<file path="src/pkg/monmap_pkg.sv">
// Register map, field layout and carriers for the monitor enable / reset map bank.
// Assumes an external serial front end that turns host frames into byte reads and writes.
package monmap_pkg;

  localparam int          NUM_CH            = 7;
  localparam logic [7:0]  OFS_MON_ENABLE    = 8'h03;
  localparam logic [7:0]  OFS_RESET_MASK    = 8'h04;
  localparam logic [7:0]  OFS_OV_STATUS     = 8'h05;
  localparam int          BIT_PWR_DOWN      = 7;
  localparam int          BIT_PARITY_MAP    = 7;
  localparam logic [7:0]  RD_UNMAPPED       = 8'h00;
  localparam logic [6:0]  CH_NONE           = 7'h00;

  // Host byte access, one cycle each
  typedef struct packed {
    logic       wr_en;
    logic       rd_en;
    logic [7:0] addr;
    logic [7:0] wdata;
  } reg_req_t;

  typedef struct packed {
    logic       rd_valid;
    logic [7:0] rdata;
  } reg_rsp_t;

  // Power state of the comparator bank
  typedef enum logic [1:0] {
    CMP_ON  = 2'b01,
    CMP_OFF = 2'b10
  } cmp_state_t;

  // Module state apart from the OTP load flag
  typedef struct packed {
    logic [7:0] mon_enable;
    logic [7:0] reset_mask;
    logic       mon_par;
    logic       mask_par;
    logic [6:0] ov_status;
    logic       seq_en_last;
    cmp_state_t cmp;
    reg_rsp_t   rsp;
  } bank_state_t;

endpackage

</file>
<file path="src/verilog/monmap_bank.sv">
// Monitor enable, fault-to-reset mapping and overvoltage status register bank.
// Assumes byte-wide register strobes from the serial interface and synchronous pin inputs.
`timescale 1ns/1ps
`default_nettype none
module monmap_bank (
  // Clock and reset
  input  wire logic                clk,
  input  wire logic                resetn,
  // OTP defaults
  input  wire logic [7:0]          otp_mon_enable,
  input  wire logic [7:0]          otp_reset_mask,
  // Host register access
  input  wire monmap_pkg::reg_req_t req,
  output var monmap_pkg::reg_rsp_t rsp,
  // Comparator side
  input  wire logic [6:0]          ov_compare,
  input  wire logic [6:0]          uv_compare,
  input  wire logic                power_sequence_enable_input,
  input  wire logic                pd_record_done,
  output logic [6:0]               ovuv_cmp_enable,
  output logic                     off_cmp_enable,
  // Fault outputs
  output logic                     parity_fault,
  output logic                     fault_assert,
  output logic                     reset_out_n
);
  import monmap_pkg::*;

  bank_state_t s_q, s_d;
  logic        load_q;
  logic        par_fail;
  logic [6:0]  ch_fault;

  function automatic logic odd_par(input logic [7:0] v);
    odd_par = ^v;
  endfunction

  // Stored parity word lets a flipped cell show up as a fault
  assign par_fail = (odd_par(s_q.mon_enable) != s_q.mon_par) |
                    (odd_par(s_q.reset_mask) != s_q.mask_par);
  assign ch_fault = (s_q.ov_status | uv_compare) & s_q.mon_enable[6:0];

  always_comb begin
    s_d = s_q;
    s_d.rsp = '0;
    s_d.seq_en_last = power_sequence_enable_input;
    // Set beats the read clear so an event on the clear cycle survives
    if (req.rd_en && req.addr == OFS_OV_STATUS) begin
      s_d.ov_status = CH_NONE;
    end
    s_d.ov_status = s_d.ov_status | (ov_compare & s_q.mon_enable[6:0]);
    if (req.wr_en) begin
      if (req.addr == OFS_MON_ENABLE) begin
        s_d.mon_enable = req.wdata;
        s_d.mon_par = odd_par(req.wdata);
      end
      if (req.addr == OFS_RESET_MASK) begin
        s_d.reset_mask = req.wdata;
        s_d.mask_par = odd_par(req.wdata);
      end
    end
    if (req.rd_en) begin
      s_d.rsp.rd_valid = 1'b1;
      unique case (req.addr)
        OFS_MON_ENABLE: s_d.rsp.rdata = s_q.mon_enable;
        OFS_RESET_MASK: s_d.rsp.rdata = s_q.reset_mask;
        OFS_OV_STATUS:  s_d.rsp.rdata = {1'b0, s_q.ov_status};
        default:        s_d.rsp.rdata = RD_UNMAPPED;
      endcase
    end
    unique case (s_q.cmp)
      CMP_ON: begin
        if (s_q.mon_enable[BIT_PWR_DOWN] && !power_sequence_enable_input && pd_record_done) begin
          s_d.cmp = CMP_OFF;
        end
      end
      CMP_OFF: begin
        if (power_sequence_enable_input && !s_q.seq_en_last) begin
          s_d.cmp = CMP_ON;
        end
      end
      default: s_d.cmp = CMP_ON;
    endcase
    // OTP load on the first cycle after release, never from a port under reset
    if (load_q) begin
      s_d.mon_enable = otp_mon_enable;
      s_d.reset_mask = otp_reset_mask;
      s_d.mon_par = odd_par(otp_mon_enable);
      s_d.mask_par = odd_par(otp_reset_mask);
    end
  end

  always_ff @(posedge clk) begin
    if (!resetn) begin
      s_q <= '{cmp: CMP_ON, default: '0};
      load_q <= 1'b1;
    end else begin
      s_q <= s_d;
      load_q <= 1'b0;
    end
  end

  assign rsp = s_q.rsp;
  assign ovuv_cmp_enable = (s_q.cmp == CMP_ON) ? s_q.mon_enable[6:0] : CH_NONE;
  assign off_cmp_enable = (s_q.cmp == CMP_ON);
  assign parity_fault = par_fail;
  assign fault_assert = (|(ch_fault & s_q.reset_mask[6:0])) |
                        (par_fail & s_q.reset_mask[BIT_PARITY_MAP]);
  assign reset_out_n = ~fault_assert;
endmodule
`default_nettype wire

</file>
<file path="config.mk">
export PLATFORM = sky130hd
export DESIGN_NAME = monmap_bank
export DESIGN_NICKNAME = d
export VERILOG_FILES = /design/src/pkg/monmap_pkg.sv /design/src/verilog/monmap_bank.sv
export SDC_FILE = /design/constraint.sdc
export NUM_CORES = 1
export LEC_CHECK = 0
export ABC_AREA = 0
export BUFFER_PORTS_ARGS = -buffer_cell sky130_fd_sc_hd__buf_4
export CORE_UTILIZATION = 50
export DETAILED_ROUTE_END_ITERATION = 12
export PLACE_DENSITY = 0.84
export RECOVER_POWER = 50
export SETUP_SLACK_MARGIN = 0.3
export SYNTH_ARGS = -nofsm -noshare
export SYNTH_HDL_FRONTEND = slang
export SYNTH_SLANG_ARGS = --single-unit
</file>
<file path="constraint.sdc">
create_clock -name clk -period 2.06 [get_ports clk]
set_clock_uncertainty 0.1 [all_clocks]
set_input_delay 0.206 -clock clk [delete_from_list [all_inputs] [get_ports clk]]
set_output_delay 0.206 -clock clk [all_outputs]
set_load 0.05 [all_outputs]
</file>
==> results.md, run 1 <==
- Max cap viols: 0
- Worst R2R Path Depth: 4
- CTS tree: built
- Sequential-to-total area share from yosys stat: a little over a third
- Period minus WS final: around 2.3 ns
- Synth Net Count: between 200 and 300
- P_leak: between 0.001 and 0.0015 uW
- Netlist cell types: 40
- Slowest-stage cell, CP: xnor3_1
- Drt pass-1 iters: 4
- Top cells by count, synth: dfxtp_1, xnor2_1, a21oi_1, nor2_1
- Final std cells w/o fill: 359
- Routed WL: approximately 5600 microns
- RR Endpoint: s_q[9]
- Worst reg2reg startpoint: s_q[9]
- Row count: 23
- Hold crit path type: primary input to flip-flop
- Ys flop type: dfxtp_1
- Worst Path Arrival: 1.99 ns
- Post-synthesis simple-gate area fraction: 14.1%
- Actual slew at the worst max-slew pin: ~0.79 ns
- Via count: 2,005
- Post-Synth XOR/XNOR Area: 15.7%
- Slew HR: 47.2%
- Worst hold path startpoint: power_sequence_enable_input
- RSZ-0062 raised after global routing: true
- Dpl cells: 348
- Pwr dens: 744 nW/um^2
- Synthesized-area fraction occupied by adder cells: 0%
- Violated checks: negative setup slack
- CTS Buf Count: 5
- Critical Path Fanout Max: 3
- Final antenna-violating net count: 0
- Via density: 5.58
- Post-Synthesis Cell Area: between 2000 and 2500 sq um
- Yosys reg bits: 38
- DR WL/cell: 15.6 microns
- Critical path endpoint category: output port
- PortBufs: between 70 and 80
- Die Area: ~4500 sq um
- Final max-slew violation count: 0
- Ratio of cells with drive above 1 in the final layout: about a third
- FF-to-FF setup slack: 0.73 ns
- Critical Path Max Stage Delay: around 0.42 ns
- Final Cycle Share: 111%
- Nets: 360
- Startpoint type of the worst setup path: flip-flop
- Hold Path Sink: s_q[11]
- Clk sinks: 38
- Initial Util: 52.5%
- Largest net degree at the start of global routing: 22
- Antenna violations before repair: 0
- Top-area cell type share of the netlist area: 35.7%
- Async set-reset flop share out of synthesis: 0%
- Cells after Synth: about 230
- Mux cell area share after synthesis: 8.05%
- Worst path required time: approximately 1.8 ns
- Worst Hold Path Cells: 2
- Most used cell, CP: xnor2_1
- Synth Area in Compound Gates: 20.1%
- Synth warn: 0
- Total power draw: 2140 uW
- Final Hold Viols: 0
- Area grow syn2layout: 35.0%
- # H-tree levels: 2
- Status: finished, violations left
- Cts hold-fix bufs: 0
- Most numerous cell in the Yosys netlist: dfxtp_1
- Area leader, netlist: dfxtp_1
- CTS max path bufs: 2
- Util after Layout: slightly above 70%
- Synth top area cells: dfxtp_1, xnor2_1, mux2i_1, a22oi_1, a21oi_1
- First DRT Iteration DRCs: 155
- Die Ht: 67.3 microns
- Die width: approximately 67 microns
- Gr usage total: 26.5%
- Total core area: 4060 sq um
- # setup viols final: 3
- Critical path class: flip-flop to output port
- Clk root buf: clkbuf_8
- Post-synth EDFFs: 0
- Final HPWL DP: 4430 microns
- Largest family of logic cells by synthesized area: compound AO/OA/AOI/OAI gates
- N_diodes: 0
- FMAX: 436 MHz
- Remaining DRCs: 0
- IO Pins: 72
- Wire length of the first global-routing pass: between 8000 and 9000 microns
- Vias in the first global route: between 1,500 and 2,000
- Clk slew on worst S/H paths: 0.07 ns
- CP Cell Sequence: xnor2_1, xnor3_1, xnor2_1, nand2_2, a211o_2, buf_6
- Clock Latency Late Sink: 0.29 ns
- Final Wtd Congestion: 0.825
- Max IR drop VDD: between 0.3 and 0.4 mV
- Gr ovfl total: 0
- Final WS setup: -0.235 ns
- Post-Syn Area per Cell: 9.38 sq um
[cells by family after synthesis]
logic type,after synthesis
AOI/OAI and AO/OA,66
and+or+nand+nor,49
DFF,38
xor gates and xnor gates,35
buffers and inverters,22
muxes,17
[final cells by class]
type | instances | area, sq um
multi-input cells | 167 | 1250
repair buffers | 93 | 666
flip-flops and latches | 38 | 772
clock buffers | 8 | 110
well taps | 50 | 62.6
inverters | 3 | 11.3
fillers | 325 | 1180
[where the power goes]
group	switching [uW]	internal [uW]	total, uW
clock	264	338	602
combinational	379	351	730
sequential	31.3	776	808
total	675	1470	2140
[cells in the final DEF, fill, tap and decap left out, types with 3 or more instances in the layout]
cell type / count
a21oi_1: 18
a22o_1: 5
a22oi_1: 15
and2_1: 8
buf_4: 77
buf_6: 3
clkbuf_1: 11
clkbuf_8: 8
dfxtp_1: 31
dfxtp_2: 6
inv_1: 3
mux2i_1: 16
nand2_1: 3
nor2_1: 19
o211ai_1: 8
o21ai_0: 16
xnor2_1: 22
xor2_1: 9
[worst max-delay path by stage]
stage                       start           end  slack, ns  cells past startpoint
final                     s_q[34]  fault_assert      -0.24                      6
after global routing      s_q[27]  fault_assert      -0.27                      6
after CTS                 s_q[34]  fault_assert      -0.25                      6
after detailed placement  s_q[26]  fault_assert       0.05                      6
after global placement    s_q[34]  fault_assert       0.06                      6
after floorplan           s_q[34]   reset_out_n      -0.12                      5
[registers in the layout, indices dropped and copies added (netlist names)]
register	count
rsp	9
load_q	1
s_q	28
[metal layers]
metal / wire length, microns / GRT usage [%] / vias up
met5: 0 / 0 / -
met4: 76 / 7.71 / 0
met3: 439 / 5.74 / 8
met2: 2740 / 46.5 / 87
met1: 2350 / 32.2 / 942
li1: - / - / 968
[through the flow]
step                      setup slack, ns  hold slack, ns  setup TNS [ns]  instance area, sq um
after floorplan                    -0.118           0.228          -0.158                  2160
after global placement             0.0569           0.327               0                  2780
after detailed placement           0.0454           0.336               0                  2780
after CTS                          -0.254          0.0247          -0.503                  2920
after global routing               -0.273          0.0363          -0.538                  2880
final                              -0.235          0.0336          -0.407                  2880
[critical path, delay by kind of cell, from the launching register on]
family | cells | cell delay [ns]
simple gates | 1 | 0.11
buf+inv | 1 | 0.16
compound gates | 1 | 0.36
flops | 1 | 0.33
xor+xnor | 3 | 0.74
[repair_timing]
action,CTS,global route
endpoints found under the setup margin,3,10
cloned,0,0
setup buffers,2,1
resized for setup,3,4
pin swaps,1,1
Power figures use the tool's default switching activity.
==> run 2, diff against run 1 <==
--- a/config.mk
+++ b/config.mk
@@ -7,9 +7,9 @@
 export LEC_CHECK = 0
 export ABC_AREA = 0
 export BUFFER_PORTS_ARGS = -buffer_cell sky130_fd_sc_hd__buf_4
-export CORE_UTILIZATION = 50
+export CORE_UTILIZATION = 54
 export DETAILED_ROUTE_END_ITERATION = 12
-export PLACE_DENSITY = 0.84
+export PLACE_DENSITY = 0.9
 export RECOVER_POWER = 50
 export SETUP_SLACK_MARGIN = 0.3
 export SYNTH_ARGS = -nofsm -noshare
==> constraint.sdc (replaced) <==
create_clock -name clk -period 2.91 [get_ports clk]
set_clock_uncertainty 0.1 [all_clocks]
set_input_delay 0.291 -clock clk [delete_from_list [all_inputs] [get_ports clk]]
set_output_delay 0.291 -clock clk [all_outputs]
set_load 0.05 [all_outputs]
==> run 2 against run 1 <==
The run now ends clean. First-iteration DRC count shrank 25%. Design area shrank 7.1%. Die area decreased by 7.2%. Global-route usage shrank 0.58 points. Critical path depth did not move. Clock power is 27% lower. Sequential power shrank 28%. Register-to-register slack better by 0.78 ns. Hold slack better by 0.081 ns. Critical path type unchanged.
==> results.md, run 2 (synthesis gave the netlist of run 1 again) <==
- Multi-input logic area: 1230 sq um (-2.2%)
- Wire length of the first global-routing pass: 8180 microns (-7.3%)
- Top Usage Layer GRT: met2
- Pwr dens: 544 nW/um^2 (-27%)
- Final Wtd Congestion: 0.821 (-0.42%)
- Clock Latency Late Sink: 0.29 ns (about the same)
- Die Area: 4200 sq um (-7.2%)
- Final Cycle Share: 86.8%
- Grt met3 use: 4.40% (-1.3 points)
- IO Pins: 72 (unchanged)
- Max FFs per register: 28 (unchanged)
- FMAX: 396 MHz
- Worst Path Arrival: 2.13 ns (+0.14 ns)
- Hold crit path type: primary input to flip-flop
- Drt pass-1 iters: 4 (unchanged)
- CP Cell Sequence: xnor2_1, xnor3_1, xnor2_1, nand2_1, a211o_1, buf_4
- Cts repair resizes: 0 (-3)
- Area grow syn2layout: 25.4%
- CTS max path bufs: 2 (unchanged)
- # H-tree levels: 2 (unchanged)
- # setup viols final: 0 (-3)
- Final WS setup: 0.385 ns (+0.621 ns)
- Critical Path Fanout Max: 5 (+2)
- Via density: 5.49 (-1.6%)
- Ratio of cells with drive above 1 in the final layout: 27.1% (-7.2 points)
- Gr usage total: 25.9% (-0.58 points)
- Dpl cells: 328 (-5.7%)
- CTS tree: built
- Critical path endpoint category: output port
- Final HPWL DP: 4040 microns (-8.8%)
- Reg area: 766 sq um (-0.81%)
- Post-CTS setup buffers: 0 (-2)
- Slowest-stage cell, CP: dfxtp_1
- M2 GR Usage: 45.4% (-1.1 points)
- Status: finished, final reports clean
- Clk root buf: clkbuf_8
- Routed WL: 5150 microns (-8.1%)
- Vias in the first global route: 1,795 (-5.9%)
- Max cap viols: 0 (unchanged)
- Clk slew on worst S/H paths: 0.08 ns (about the same)
- RSZ-0062 raised after global routing: false
- Startpoint type of the worst setup path: flip-flop
- Die Ht: 64.8 microns (-3.7%)
- Gr ovfl total: 0 (unchanged)
- Most used cell, CP: xnor2_1
- P_leak: 0.00104 uW (-12%)
- Final std cells w/o fill: 336 (-6.4%)
- Total core area: 3720 sq um (-8.4%)
- FILL cells: 325 (unchanged)
- Antenna violations before repair: 0 (unchanged)
- Die width: 64.8 microns (-3.7%)
- Largest net degree at the start of global routing: 22 (unchanged)
- Cts hold-fix bufs: 0 (unchanged)
- Worst path required time: 2.52 ns (+0.77 ns)
- Row count: 22 (-4.3%)
- Sum Neg Setup Slack: 0 ns (+0.407 ns)
- DR WL/cell: 15.3 microns (-1.8%)
- Max IR drop VDD: 0.293 mV (-17%)
- N_diodes: 0 (unchanged)
- Final antenna-violating net count: 0 (unchanged)
- Most frequent cells in the layout: buf_4, dfxtp_1, xnor2_1, nor2_1, a21oi_1
- Actual slew at the worst max-slew pin: 0.941 ns (+0.149 ns)
- Slew HR: 37.0% (-10 points)
- Largest Register: s_q
- Via count: 1,846 (-7.9%)
- Nets: 339 (-5.8%)
- Util after Layout: 71.9% (+1.0 points)
- Final max-slew violation count: 0 (unchanged)
- PortBufs: 71 (unchanged)
- Most common cell after layout, fill and taps aside: buf_4
- Met1 Resource Use GR: 31.2% (-1.1 points)
- Remaining DRCs: 0 (unchanged)
- Final Hold Viols: 0 (unchanged)
- Period minus WS final: 2.52 ns
- Critical Path Max Stage Delay: 0.48 ns (+0.06 ns)
- CTS Buf Count: 5 (unchanged)
- Initial Util: 57.3% (+4.8 points)
- Fin Hold WS: 0.114 ns (+0.0809 ns)
- Clk sinks: 38 (unchanged)
- Critical path class: flip-flop to output port
- Worst slack, placed: 0.637 ns (+0.592 ns)
- First DRT Iteration DRCs: 116 (-25%)
run 2: cell types whose count changed in the layout (fill, tap and decap cells not counted), sizes merged:
cell / delta
clkbuf: -4
buf: -20
bufinv: +1
clkinv: +2
run 2: area by class of cell:
cell class	count	area share (%)
multi-input combinational	167	45.9
timing repair buffer	72	18.7
sequential	38	28.7
tap	48	2.25
inverter	3	0.422
clock inverter	3	1.50
clock buffer	5	2.58
run 2: path summary, 6_finish.rpt:
path / end / depth (start not counted) / slack [ns] / from
worst max-delay path: fault_assert / 6 / 0.39 / s_q[28]
worst min-delay path: s_q[11] / 2 / 0.11 / power_sequence_enable_input
worst min register to register: rsp[0] / 2 / 0.43 / s_q[12]
worst max register to register: s_q[22] / 4 / 1.51 / load_q
run 2: report_power, final:
group	internal (uW)	switching, uW
registers	549	35.8
logic	197	234
clock network	252	186
run 2: metrics by stage:
stage	total power [uW]	instance area [sq um]
floorplan	883	2140
global placement	1020	2620
detailed placement	1030	2620
CTS	1460	2730
global route	1520	2670
finish	1450	2670
run 2: worst max-delay path: cells and delay by family (launching register included):
kind | cells | cell delay, ns
simple gates | 1 | 0.15
xor+xnor | 3 | 0.69
compound gates | 1 | 0.33
flops | 1 | 0.48
buf+inv | 1 | 0.19
run 2: layer usage:
layer  vias to the layer above  wire length, microns
met2                        74                  2560
met4                         0                    26
met3                         5                   302
met5                         -                     0
li1                        921                     -
met1                       846                  2260
